File: config.mk
export PLATFORM = sky130hd
export DESIGN_NAME = pmd_mii_core
export DESIGN_NICKNAME = d
export VERILOG_FILES = /design/src/pmd_pkg.sv /design/src/pmd_mii_core.sv
export SDC_FILE = /design/constraint.sdc
export NUM_CORES = 1
export LEC_CHECK = 0
export BUFFER_PORTS_ARGS = -buffer_cell sky130_fd_sc_hd__buf_2
export CAP_MARGIN = 10
export CELL_PAD_IN_SITES_DETAIL_PLACEMENT = 0
export CELL_PAD_IN_SITES_GLOBAL_PLACEMENT = 1
export CORE_MARGIN = 4
export CORE_UTILIZATION = 30
export CTS_CLUSTER_SIZE = 25
export DETAILED_ROUTE_END_ITERATION = 7
export PLACE_DENSITY = 0.56
export SYNTH_ARGS = -nofsm -noshare
export SYNTH_HDL_FRONTEND = slang
export SYNTH_SLANG_ARGS = --single-unit
File: constraint.sdc
create_clock -name clock -period 2.81 [get_ports clock]
set_input_delay 0.281 -clock clock [delete_from_list [all_inputs] [get_ports clock]]
set_output_delay 0.281 -clock clock [all_outputs]
set_load 0.01 [all_outputs]
File: src/pmd_pkg.sv
// constants, field layout and state types of the mii duplex/loopback/bist core
// assumes a single 40 MHz clock domain; link pins are sampled, not clocked
// Summary of operation
// - half duplex: carrier sense covers transmit too
// - full duplex: no collisions, carrier is receive-only
// - other mii signals ignore duplex mode
// - loopback bit routes transmit nibbles to receive
// - loopback state readable in phy status
// - nothing reaches the medium during loopback
// - self-test sends prbs, 9 or 15 bits
// - independent receive lfsr checks received data
// - pass bit resets to fail, sets on success
// - mismatch latched until start/stop bit written
// - continuous bit makes self-test send unbroken
// - eight-bit error count in cable diag upper byte
// - receive side: rxd, rx_er, rx_dv, rx_clk
// - mac drives txd/tx_en, device supplies tx_clk
// - half duplex: tx and rx together raise col, except in loopback
// - 10 Mb/s transmit collision waits seven bits
// - col holds while the collision lasts
// - collision starting in receive reported at once
// - heartbeat pulses col ten bits, 1 us after
// - 100 Mb/s carrier needs detect plus two zeros
// - 10 Mb/s carrier follows squelch valid data
// - thirty-two 16-bit registers in management space
`default_nettype none
package pmd_pkg;
  localparam int REG_AW = 5;
  localparam int REG_DW = 16;
  localparam logic [4:0] ADDR_BASIC_CTRL = 5'h00;
  localparam logic [4:0] ADDR_PHY_STATUS = 5'h10;
  localparam logic [4:0] ADDR_PHY_CTRL = 5'h19;
  localparam logic [4:0] ADDR_CABLE_DIAG = 5'h1B;
  localparam int BC_LOOPBACK_BIT = 14;
  localparam int BC_SPEED_BIT = 13;
  localparam int BC_DUPLEX_BIT = 8;
  localparam int PS_LOOPBACK_BIT = 3;
  localparam int PS_DUPLEX_BIT = 2;
  localparam int PS_SPEED10_BIT = 1;
  localparam int PS_LINK_BIT = 0;
  localparam int PC_PRBS_LEN_BIT = 10;
  localparam int PC_BIST_STATUS_BIT = 9;
  localparam int PC_BIST_START_BIT = 8;
  localparam int PC_HEARTBEAT_BIT = 7;
  localparam int CD_CONT_BIT = 5;
  localparam int CD_ERR_LSB = 8;
  localparam logic [15:0] BASIC_CTRL_RST = 16'h2000;
  localparam logic [15:0] PHY_CTRL_RST = 16'h0000;
  localparam logic [15:0] CABLE_DIAG_RST = 16'h0000;
  // timing, all derived from the 25 ns clock period
  localparam int CLK_NS = 25;
  localparam int BIT10_NS = 100;
  localparam int COL_DELAY_BITS = 7;
  localparam logic [5:0] COL_DELAY_CYC =
    6'((COL_DELAY_BITS * BIT10_NS + CLK_NS - 1) / CLK_NS);
  localparam int HB_DELAY_NS = 1000;
  localparam logic [5:0] HB_DELAY_CYC = 6'(HB_DELAY_NS / CLK_NS);
  localparam int HB_WIDTH_BITS = 10;
  localparam logic [5:0] HB_WIDTH_CYC =
    6'(HB_WIDTH_BITS * BIT10_NS / CLK_NS);
  // self-test framing, in nibbles
  localparam logic [7:0] PKT_NIBBLES = 8'hC8;
  localparam logic [7:0] GAP_NIBBLES = 8'h18;
  localparam logic [7:0] PASS_NIBBLES = 8'h20;
  localparam logic [2:0] CHK_FILL = 3'h4;
  localparam logic [14:0] PRBS_SEED = 15'h7FFF;
  typedef enum logic [2:0] {
    BT_IDLE = 3'b001, BT_DATA = 3'b010, BT_GAP = 3'b100
  } pmd_bt_type;
  typedef enum logic [2:0] {
    HB_IDLE = 3'b001, HB_WAIT = 3'b010, HB_PULSE = 3'b100
  } pmd_hb_type;
endpackage
`default_nettype wire

File: src/pmd_mii_core.sv
// mii-facing core: carrier/collision, loopback, prbs self-test, registers
// assumes link_clk and all pin inputs are asynchronous to clock
`timescale 1ns/1ps
`default_nettype none
module pmd_mii_core (
  input wire logic clock, // 40 MHz core clock
  input wire logic rst_n, // async reset, active low
  input wire logic [pmd_pkg::REG_AW-1:0] reg_addr, // register index
  input wire logic [pmd_pkg::REG_DW-1:0] reg_wdata, // write data
  input wire logic reg_wr, // write strobe
  input wire logic reg_rd, // read strobe
  output logic [pmd_pkg::REG_DW-1:0] reg_rdata, // read data, next cycle
  input wire logic link_clk, // nibble clock from the medium side
  input wire logic [3:0] mac_txd, // mac transmit nibble
  input wire logic mac_tx_en, // mac transmit enable
  output logic tx_clk, // transmit clock to mac
  output logic rx_clk, // receive clock to mac
  output logic [3:0] rxd, // receive nibble
  output logic rx_dv, // receive data valid
  output logic rx_er, // receive error
  output logic crs, // carrier sense
  output logic col, // collision
  input wire logic [3:0] med_rxd, // nibble decoded from the medium
  input wire logic med_rx_dv, // medium data valid
  input wire logic med_rx_er, // medium symbol error
  input wire logic signal_detect, // 100 Mb/s signal detect
  input wire logic squelch_valid, // 10 Mb/s squelch passed
  input wire logic med_line_bit, // 100 Mb/s line bit stream
  output logic [3:0] med_txd, // nibble toward the medium
  output logic med_tx_en // transmit enable toward the medium
);
  import pmd_pkg::*;

  // one feedback bit of the 9 or 15 bit prbs
  function automatic logic prbs_tap(input logic [14:0] s,
                                    input logic l15);
    prbs_tap = l15 ? (s[14] ^ s[13]) : (s[8] ^ s[4]);
  endfunction

  // advance the generator by one nibble
  function automatic logic [14:0] prbs_next(input logic [14:0] s,
                                            input logic l15);
    logic [14:0] t;
    t = s;
    for (int i = 0; i < 4; i++) begin
      t = {t[13:0], prbs_tap(t, l15)};
    end
    prbs_next = t;
  endfunction

  // shift a received nibble in, msb first; bit 15 flags a miscompare
  function automatic logic [15:0] prbs_check(input logic [14:0] s,
                                             input logic [3:0] d,
                                             input logic l15);
    logic [14:0] t;
    logic e;
    t = s;
    e = 1'b0;
    for (int i = 3; i >= 0; i--) begin
      e = e | (prbs_tap(t, l15) != d[i]);
      t = {t[13:0], d[i]};
    end
    prbs_check = {e, t};
  endfunction

  logic [14:0] sync1_q, sync2_q;
  logic s_lclk, s_txen, s_mdv, s_mer, s_sd, s_sq, s_line;
  logic [3:0] s_txd, s_mrxd;
  logic lclk_prev_q, tick;
  logic loopback_q, speed100_q, full_dup_q;
  logic prbs15_q, bist_start_q, hb_en_q, cont_q;
  logic [7:0] err_cnt_q, err_base;
  logic bist_pass_q, bist_fail_q, pc_wr;
  logic [15:0] rd_d, rdata_q;
  pmd_bt_type bt_q;
  logic [7:0] bt_cnt_q;
  logic [14:0] gen_q, chk_q;
  logic [2:0] chk_fill_q;
  logic [7:0] good_cnt_q;
  logic tx_en_src, rx_dv_src, rx_er_src;
  logic [3:0] txd_src, rxd_src;
  logic chk_miss, chk_on, mismatch, good;
  logic [14:0] chk_d;
  logic tx_act_q, tx_prev_q, rx_act, rx_prev_q;
  logic car100_q, zero_q, one_q, dv_prev_q;
  logic coll_raw, coll_prev_q, col_dly_q, dly_now, col_live;
  logic [5:0] col_cnt_q, hb_cnt_q;
  pmd_hb_type hb_q;
  logic tx_clk_q, rx_clk_q, rx_dv_q, rx_er_q, crs_q, col_q;
  logic [3:0] rxd_q, med_txd_q;
  logic med_tx_en_q;

  // two flops on every pin input; only sync2_q is ever looked at
  always_ff @(posedge clock or negedge rst_n) begin
    if (!rst_n) begin
      sync1_q <= 15'h0000;
      sync2_q <= 15'h0000;
    end else begin
      sync1_q <= {link_clk, mac_txd, mac_tx_en, med_rxd, med_rx_dv,
                  med_rx_er, signal_detect, squelch_valid, med_line_bit};
      sync2_q <= sync1_q;
    end
  end
  assign {s_lclk, s_txd, s_txen, s_mrxd, s_mdv, s_mer, s_sd, s_sq,
          s_line} = sync2_q;

  // rising edge of the link clock marks one nibble time
  always_ff @(posedge clock or negedge rst_n) begin
    if (!rst_n) begin
      lclk_prev_q <= 1'b0;
    end else begin
      lclk_prev_q <= s_lclk;
    end
  end
  assign tick = s_lclk & ~lclk_prev_q;

  // software-written controls; 32-entry space, unlisted indexes ignore
  always_ff @(posedge clock or negedge rst_n) begin
    if (!rst_n) begin
      loopback_q <= BASIC_CTRL_RST[BC_LOOPBACK_BIT];
      speed100_q <= BASIC_CTRL_RST[BC_SPEED_BIT];
      full_dup_q <= BASIC_CTRL_RST[BC_DUPLEX_BIT];
      prbs15_q <= PHY_CTRL_RST[PC_PRBS_LEN_BIT];
      bist_start_q <= PHY_CTRL_RST[PC_BIST_START_BIT];
      hb_en_q <= PHY_CTRL_RST[PC_HEARTBEAT_BIT];
      cont_q <= CABLE_DIAG_RST[CD_CONT_BIT];
    end else if (reg_wr) begin
      case (reg_addr)
        ADDR_BASIC_CTRL: begin
          loopback_q <= reg_wdata[BC_LOOPBACK_BIT];
          speed100_q <= reg_wdata[BC_SPEED_BIT];
          full_dup_q <= reg_wdata[BC_DUPLEX_BIT];
        end
        ADDR_PHY_CTRL: begin
          prbs15_q <= reg_wdata[PC_PRBS_LEN_BIT];
          bist_start_q <= reg_wdata[PC_BIST_START_BIT];
          hb_en_q <= reg_wdata[PC_HEARTBEAT_BIT];
        end
        ADDR_CABLE_DIAG: begin
          cont_q <= reg_wdata[CD_CONT_BIT];
        end
        default: begin
        end
      endcase
    end
  end
  assign pc_wr = reg_wr && (reg_addr == ADDR_PHY_CTRL);

  // read mux; unmapped indexes return zero
  always_comb begin
    rd_d = 16'h0000;
    case (reg_addr)
      ADDR_BASIC_CTRL: begin
        rd_d[BC_LOOPBACK_BIT] = loopback_q;
        rd_d[BC_SPEED_BIT] = speed100_q;
        rd_d[BC_DUPLEX_BIT] = full_dup_q;
      end
      ADDR_PHY_STATUS: begin
        rd_d[PS_LOOPBACK_BIT] = loopback_q;
        rd_d[PS_DUPLEX_BIT] = full_dup_q;
        rd_d[PS_SPEED10_BIT] = ~speed100_q;
        rd_d[PS_LINK_BIT] = s_sd;
      end
      ADDR_PHY_CTRL: begin
        rd_d[PC_PRBS_LEN_BIT] = prbs15_q;
        rd_d[PC_BIST_STATUS_BIT] = bist_pass_q;
        rd_d[PC_BIST_START_BIT] = bist_start_q;
        rd_d[PC_HEARTBEAT_BIT] = hb_en_q;
      end
      ADDR_CABLE_DIAG: begin
        rd_d[CD_CONT_BIT] = cont_q;
        rd_d[CD_ERR_LSB +: 8] = err_cnt_q;
      end
      default: begin
      end
    endcase
  end

  always_ff @(posedge clock or negedge rst_n) begin
    if (!rst_n) begin
      rdata_q <= 16'h0000;
    end else begin
      rdata_q <= reg_rd ? rd_d : 16'h0000;
    end
  end

  // self-test transmitter: packets with gaps, or unbroken when continuous
  always_ff @(posedge clock or negedge rst_n) begin
    if (!rst_n) begin
      bt_q <= BT_IDLE;
      bt_cnt_q <= 8'h00;
      gen_q <= PRBS_SEED;
    end else if (!bist_start_q) begin
      bt_q <= BT_IDLE;
      bt_cnt_q <= 8'h00;
      gen_q <= PRBS_SEED;
    end else if (tick) begin
      case (bt_q)
        BT_IDLE: begin
          bt_q <= BT_DATA;
          bt_cnt_q <= 8'h00;
        end
        BT_DATA: begin
          gen_q <= prbs_next(gen_q, prbs15_q);
          if (!cont_q && bt_cnt_q == PKT_NIBBLES - 8'h01) begin
            bt_q <= BT_GAP;
            bt_cnt_q <= 8'h00;
          end else begin
            bt_cnt_q <= bt_cnt_q + 8'h01;
          end
        end
        BT_GAP: begin
          if (bt_cnt_q == GAP_NIBBLES - 8'h01) begin
            bt_q <= BT_DATA;
            bt_cnt_q <= 8'h00;
          end else begin
            bt_cnt_q <= bt_cnt_q + 8'h01;
          end
        end
        default: begin
          bt_q <= BT_IDLE;
        end
      endcase
    end
  end

  // transmit source is the mac unless self-test runs; loopback feeds rx
  assign tx_en_src = bist_start_q ? (bt_q == BT_DATA) : s_txen;
  assign txd_src = bist_start_q ? gen_q[3:0] : s_txd;
  assign rx_dv_src = loopback_q ? tx_en_src : s_mdv;
  assign rxd_src = loopback_q ? txd_src : s_mrxd;
  assign rx_er_src = loopback_q ? 1'b0 : s_mer;

  // nibble-rate path: duplex never enters here, only crs/col see it
  always_ff @(posedge clock or negedge rst_n) begin
    if (!rst_n) begin
      tx_act_q <= 1'b0;
      rxd_q <= 4'h0;
      rx_dv_q <= 1'b0;
      rx_er_q <= 1'b0;
      med_txd_q <= 4'h0;
      med_tx_en_q <= 1'b0;
    end else if (loopback_q && !tick) begin
      med_tx_en_q <= 1'b0;
      med_txd_q <= 4'h0;
    end else if (tick) begin
      tx_act_q <= tx_en_src;
      rxd_q <= rxd_src;
      rx_dv_q <= rx_dv_src;
      rx_er_q <= rx_er_src;
      med_tx_en_q <= tx_en_src & ~loopback_q;
      med_txd_q <= loopback_q ? 4'h0 : txd_src;
    end
  end

  // receive checker: its own lfsr, filled from the incoming stream
  assign {chk_miss, chk_d} = prbs_check(chk_q, rxd_src, prbs15_q);
  assign chk_on = tick && bist_start_q && rx_dv_src;
  assign mismatch = chk_on && (chk_fill_q == CHK_FILL) && chk_miss;
  assign good = chk_on && (chk_fill_q == CHK_FILL) && !chk_miss;
  always_ff @(posedge clock or negedge rst_n) begin
    if (!rst_n) begin
      chk_q <= 15'h0000;
      chk_fill_q <= 3'h0;
    end else if (!bist_start_q) begin
      chk_fill_q <= 3'h0;
    end else if (chk_on) begin
      chk_q <= chk_d;
      if (chk_fill_q != CHK_FILL) begin
        chk_fill_q <= chk_fill_q + 3'h1;
      end
    end
  end

  // pass/fail and error count; a miscompare beats a same-cycle clear
  assign err_base = pc_wr ? 8'h00 : err_cnt_q;
  always_ff @(posedge clock or negedge rst_n) begin
    if (!rst_n) begin
      bist_pass_q <= 1'b0;
      bist_fail_q <= 1'b0;
      good_cnt_q <= 8'h00;
      err_cnt_q <= 8'h00;
    end else begin
      if (pc_wr) begin
        bist_pass_q <= 1'b0;
        bist_fail_q <= 1'b0;
        good_cnt_q <= 8'h00;
      end
      if (mismatch) begin
        bist_fail_q <= 1'b1;
        bist_pass_q <= 1'b0;
        good_cnt_q <= 8'h00;
      end else if (good && (pc_wr || !bist_fail_q)) begin
        if (good_cnt_q == PASS_NIBBLES - 8'h01) begin
          bist_pass_q <= 1'b1;
        end else begin
          good_cnt_q <= good_cnt_q + 8'h01;
        end
      end
      // saturate so a long failing run cannot wrap back to small values
      err_cnt_q <= err_base +
                   {7'h00, (mismatch && err_base != 8'hFF)};
    end
  end

  // 100 Mb/s carrier: detect valid, then zero, one, zero on the line
  always_ff @(posedge clock or negedge rst_n) begin
    if (!rst_n) begin
      car100_q <= 1'b0;
      zero_q <= 1'b0;
      one_q <= 1'b0;
      dv_prev_q <= 1'b0;
    end else if (!s_sd || !speed100_q) begin
      car100_q <= 1'b0;
      zero_q <= 1'b0;
      one_q <= 1'b0;
      dv_prev_q <= 1'b0;
    end else if (tick) begin
      dv_prev_q <= s_mdv;
      if (car100_q) begin
        if (dv_prev_q && !s_mdv) begin
          car100_q <= 1'b0;
        end
      end else if (!s_line) begin
        if (one_q) begin
          car100_q <= 1'b1;
          zero_q <= 1'b0;
          one_q <= 1'b0;
        end else begin
          zero_q <= 1'b1;
        end
      end else if (zero_q) begin
        one_q <= 1'b1;
      end
    end
  end

  // receive activity: looped transmit, 100 carrier or 10 squelch
  assign rx_act = loopback_q ? tx_act_q :
                  (speed100_q ? car100_q : s_sq);
  assign coll_raw = ~full_dup_q & ~loopback_q & tx_act_q & rx_act;
  // 10 Mb/s collisions begun by our own transmit are delayed seven bits
  assign dly_now = coll_prev_q ? col_dly_q : (~speed100_q & ~rx_prev_q);
  assign col_live = coll_raw &&
                    (!dly_now || col_cnt_q >= COL_DELAY_CYC);

  always_ff @(posedge clock or negedge rst_n) begin
    if (!rst_n) begin
      rx_prev_q <= 1'b0;
      tx_prev_q <= 1'b0;
      coll_prev_q <= 1'b0;
      col_dly_q <= 1'b0;
      col_cnt_q <= 6'h00;
    end else begin
      rx_prev_q <= rx_act;
      tx_prev_q <= tx_act_q;
      coll_prev_q <= coll_raw;
      col_dly_q <= dly_now;
      if (!coll_raw) begin
        col_cnt_q <= 6'h00;
      end else if (col_cnt_q != 6'h3F) begin
        col_cnt_q <= col_cnt_q + 6'h01;
      end
    end
  end

  // heartbeat: quiet gap after transmit ends, then a pulse on col
  always_ff @(posedge clock or negedge rst_n) begin
    if (!rst_n) begin
      hb_q <= HB_IDLE;
      hb_cnt_q <= 6'h00;
    end else begin
      case (hb_q)
        HB_IDLE: begin
          hb_cnt_q <= 6'h00;
          if (hb_en_q && !speed100_q && tx_prev_q && !tx_act_q) begin
            hb_q <= HB_WAIT;
          end
        end
        HB_WAIT: begin
          if (hb_cnt_q == HB_DELAY_CYC - 6'h01) begin
            hb_q <= HB_PULSE;
            hb_cnt_q <= 6'h00;
          end else begin
            hb_cnt_q <= hb_cnt_q + 6'h01;
          end
        end
        HB_PULSE: begin
          if (hb_cnt_q == HB_WIDTH_CYC - 6'h01) begin
            hb_q <= HB_IDLE;
            hb_cnt_q <= 6'h00;
          end else begin
            hb_cnt_q <= hb_cnt_q + 6'h01;
          end
        end
        default: begin
          hb_q <= HB_IDLE;
        end
      endcase
    end
  end

  // crs/col and the mii clocks, all registered
  always_ff @(posedge clock or negedge rst_n) begin
    if (!rst_n) begin
      crs_q <= 1'b0;
      col_q <= 1'b0;
      tx_clk_q <= 1'b0;
      rx_clk_q <= 1'b0;
    end else begin
      crs_q <= rx_act | (~full_dup_q & tx_act_q);
      col_q <= ~full_dup_q & (col_live | (hb_q == HB_PULSE));
      tx_clk_q <= s_lclk;
      rx_clk_q <= s_lclk;
    end
  end

  assign reg_rdata = rdata_q;
  assign tx_clk = tx_clk_q;
  assign rx_clk = rx_clk_q;
  assign rxd = rxd_q;
  assign rx_dv = rx_dv_q;
  assign rx_er = rx_er_q;
  assign crs = crs_q;
  assign col = col_q;
  assign med_txd = med_txd_q;
  assign med_tx_en = med_tx_en_q;
endmodule
`default_nettype wire

==> results.txt <==
The final count of hold timing violations came out at 0. The count of pins on the block boundary is 71. Entering global routing, the biggest net connects 70 pins. The worst hold path belongs to the class primary input to flop. Counting every instance in the synthesized netlist gives 594. The number of instances in the placed design was 917; the number of rows in the core area was 53.

The run gives 0.1244 as the overall routing resource usage. For this design the ratio of total power to cell area is 762.9 nW/µm². The count of cells in the finished layout, fillers not included, comes to 964. The starting density of the core is 0.3079. Most common cell after layout, fill and taps aside: sky130_fd_sc_hd__dfrtp_1.

After synthesis, the mean cell area works out to 11.00 µm². In the post-synthesis netlist, the biggest area contributors are sky130_fd_sc_hd__dfrtp_1, sky130_fd_sc_hd__dfstp_2, sky130_fd_sc_hd__nand2_1. The fraction of final layout cells with drive strength greater than 1 is 0.1974. The tools report the count of fill cells added during filler insertion as 2101. The H-tree was split into 4 levels. Counting flops and latches in the post-synthesis netlist gives 151. The worst setup slack before clock tree synthesis came out at 0.2306 ns. The worst setup path is of the flop to flop kind.

The x dimension of the die is 155.6 µm, and the post-detailed-routing wire length is 14230 µm. The first global-routing pass estimated 24010 µm of wire. Quantity of I/O buffers inserted on ports: 58. Slowest library cell on the worst path: sky130_fd_sc_hd__dfrtp_1. After the first detailed-routing iteration, the DRC count stood at 194. The cell taking the most area after synthesis was sky130_fd_sc_hd__dfrtp_1. Internal power comes to 4285 µW. The cell leakage power was 0.003561 µW. The library cells used most frequently in the layout, excluding fill and tap cells, are sky130_fd_sc_hd__dfrtp_1, sky130_fd_sc_hd__buf_2, sky130_fd_sc_hd__nand2_1, sky130_fd_sc_hd__nor2_1, sky130_fd_sc_hd__o21ai_0.

After synthesis, the netlist uses 53 different library cells. Once detail routing completed, the nets flagged for antenna violations numbered 0. The number of max-cap violations came out at 0. On the critical path the largest part of the delay comes from simple AND/OR/NAND/NOR gates. In this run the worst path has a maximum fanout of 8.

The flow ran to the end, and the final reports show no timing, DRC or antenna violations. VDD sags by at most 0.3602 mV. For the final net count, the log shows 726. In the routed layout, each cell is associated on average with a via count of 4.698. The run gives 9997 µm as the detailed-placement wirelength estimate.

The clock sink count was 151; the fraction of synthesis flops using an asynchronous set or reset pin was 1.000. Number of global-route vias before repair: 4588. The run gives 0.5540 as the worst slew margin relative to its limit. TritonCTS built the clock tree. The tools report the master cell of the clock root buffer as sky130_fd_sc_hd__clkbuf_16.

Summing every instance area after synthesis gives 6534 µm². The clock transition at the register clock pins on the worst setup and hold paths after CTS is 0.06 ns. Number of max-slew violations in the final report: 0. Summed over all layers, the global routing overflow is 0. The analysis attributes to net switching a power of 1719 µW.

Share of the synthesized area in the top cell type: 0.5094. At the pin with the least slew margin, the transition time is 0.6690 ns. The die covers 24200 µm². STA classifies the critical path startpoint as a flop. The number of buffers created by CTS came out at 17.

In the routed design, unresolved DRC markers number 0. The pre-antenna-repair detailed-routing pass consisted of 4 iterations. Proportion of power drawn by the clock network: 0.346.

The critical path capture point type was a flop. The final critical-path share of the clock period works out to 0.9145. Derived from the worst setup path, the maximum achievable clock frequency is 0.3892 GHz.

The number of enable flip-flop cells after synthesis came out at 0. For the clock latency reported for the late side of the worst-skew pair, the log shows 0.41 ns. The number of antenna diodes in the final layout is 0. Summing all non-filler instances in the final layout gives an area of 7870 µm². The tools report the number of antenna violations at the first check in global routing as 0. For the vias after detailed routing, the log shows 4529. The signal on the critical path passes through mux2i_1 > a21o_1 > xnor2_1 > nand4_1 > and3_1 > ha_1 > ha_1 > nand3_1 > xor2_1 > nor2_1. After detailed placement, the total cell area comes to 7179 µm².

The number of resized instances in the post-cts repair step was 0; the setup clock skew after layout was 0.008427 ns. The fraction of power spent switching nets came out at 0.2863. For the worst setup path, the data required time is 3.11 ns. Compared with the post-synthesis result, the final layout area differs by 20.45%. The maximum cell stage delay along the critical path works out to 0.55 ns. The run gives 2.87 ns as the data arrival time of the worst path. In this design, the critical path's most frequently occurring cell is sky130_fd_sc_hd__ha_1.

The total negative slack is 0 ns. The final count of negative-setup-slack endpoints is 0, and the fraction of power consumed by combinational cells is 0.190. The floorplan step set the die height to 155.6 µm. In the post-route analysis, the smallest setup slack over all paths is 0.2403 ns. At the end of routability-driven placement, the weighted congestion stood at 0.7709.

The part of the power in registers was 0.463; the count of buffer and inverter cells on the critical path was 0. The final routed wire length divided by cell count is 14.76 µm, and the clock period minus final worst setup slack is 2.570 ns. The Yosys step of the flow raised 0 warnings.

The post-synthesis sequential area ratio was 0.5818; the area of the core region was 21220 µm². The most common flop cell mapped by yosys is sky130_fd_sc_hd__dfrtp_1. Counting along the longest clock path gives a buffer depth of 2. Setup repair after global routing left no endpoint under its margin.
==> layout make-up <==
cell class	instances	area, µm²	area share
flip-flops and latches	151	3801	0.4830
multi-input cells	405	2567	0.3262
repair buffers	88	574.3	0.07297
clock buffers	25	475.5	0.06041
well taps	275	344.1	0.04372
clock inverters	6	55.05	0.006995
inverters	14	52.55	0.006677
==> timing repair <==
| action | 4_1_cts | 5_1_grt |
|---|---|---|
| hold endpoints to repair | 78 | 0 |
| buffers inserted | 0 | 0 |
| hold buffers | 16 | 0 |
==> metrics by stage <==
stage	utilization	total power, µW	hold slack [ns]
floorplan	-	3564	-0.01459
global placement	0.3383	3943	0.3343
detailed placement	0.3383	3961	0.3378
CTS	0.3709	6105	0.04398
global route	0.3709	6389	0.06766
finish	0.3709	6004	0.06628
==> power by group through the flow <==
stage	Clock (µW)	Sequential (µW)	Combinational, µW
floorplan	0	2720	842
global placement	0	2810	1130
finish	2080	2780	1140
global route	2260	2830	1300
detailed placement	0	2820	1140
CTS	2150	2790	1160
==> worst paths after layout <==
check	startpoint	to	slack (ns)	cells after the start
worst max-delay path	bist_start_q	err_cnt_q[4]	0.24	10
worst min-delay path	reg_wdata[10]	prbs15_q	0.07	3
worst max register to register	bist_start_q	err_cnt_q[4]	0.24	10
worst min register to register	sync1_q[11]	sync2_q[11]	0.35	0
max in group asynchronous	rst_n	gen_q[1]	1.54	3
min in group asynchronous	rst_n	hb_cnt_q[3]	0.44	2
==> Yosys cell counts (15+ instances only) <==
master	n
sky130_fd_sc_hd__a21oi_1	20
sky130_fd_sc_hd__and3_1	18
sky130_fd_sc_hd__dfrtp_1	133
sky130_fd_sc_hd__dfstp_2	18
sky130_fd_sc_hd__mux2_2	17
sky130_fd_sc_hd__mux2i_1	15
sky130_fd_sc_hd__nand2_1	52
sky130_fd_sc_hd__nand3_1	25
sky130_fd_sc_hd__nor2_1	48
sky130_fd_sc_hd__o21ai_0	35
sky130_fd_sc_hd__xnor2_1	15
sky130_fd_sc_hd__xor2_1	21
==> tightest hold or removal path: stages <==
cell and delay, ns:
sky130_fd_sc_hd__buf_2 0.08, sky130_fd_sc_hd__nand2_1 0.04, sky130_fd_sc_hd__nand2_1 0.05
==> layer usage <==
metal / vias up / part of all wire / global-route usage
li1: 2239 / - / -
met1: 2212 / 0.49 / 0.1714
met2: 67 / 0.45 / 0.1903
met3: 11 / 0.041 / 0.03495
met4: 0 / 0.011 / 0.04127
met5: - / 0 / 0
==> state kept, by name (all words and copies together) (netlist names), 8 cells and up <==
register	count
sync2_q	15
gen_q	15
bt_cnt_q	8
sync1_q	15
err_cnt_q	8
good_cnt_q	8
chk_q	15
reg_rdata	14
==> cell families after synthesis <==
group	synth area share
buf+inv	0.02585
other cells	0.0005739
simple gates	0.1662
compound gates	0.1078
mux	0.05228
flops	0.5818
xor+xnor	0.04826
fa+ha+maj	0.01724
(Power assumes the default switching activity.)
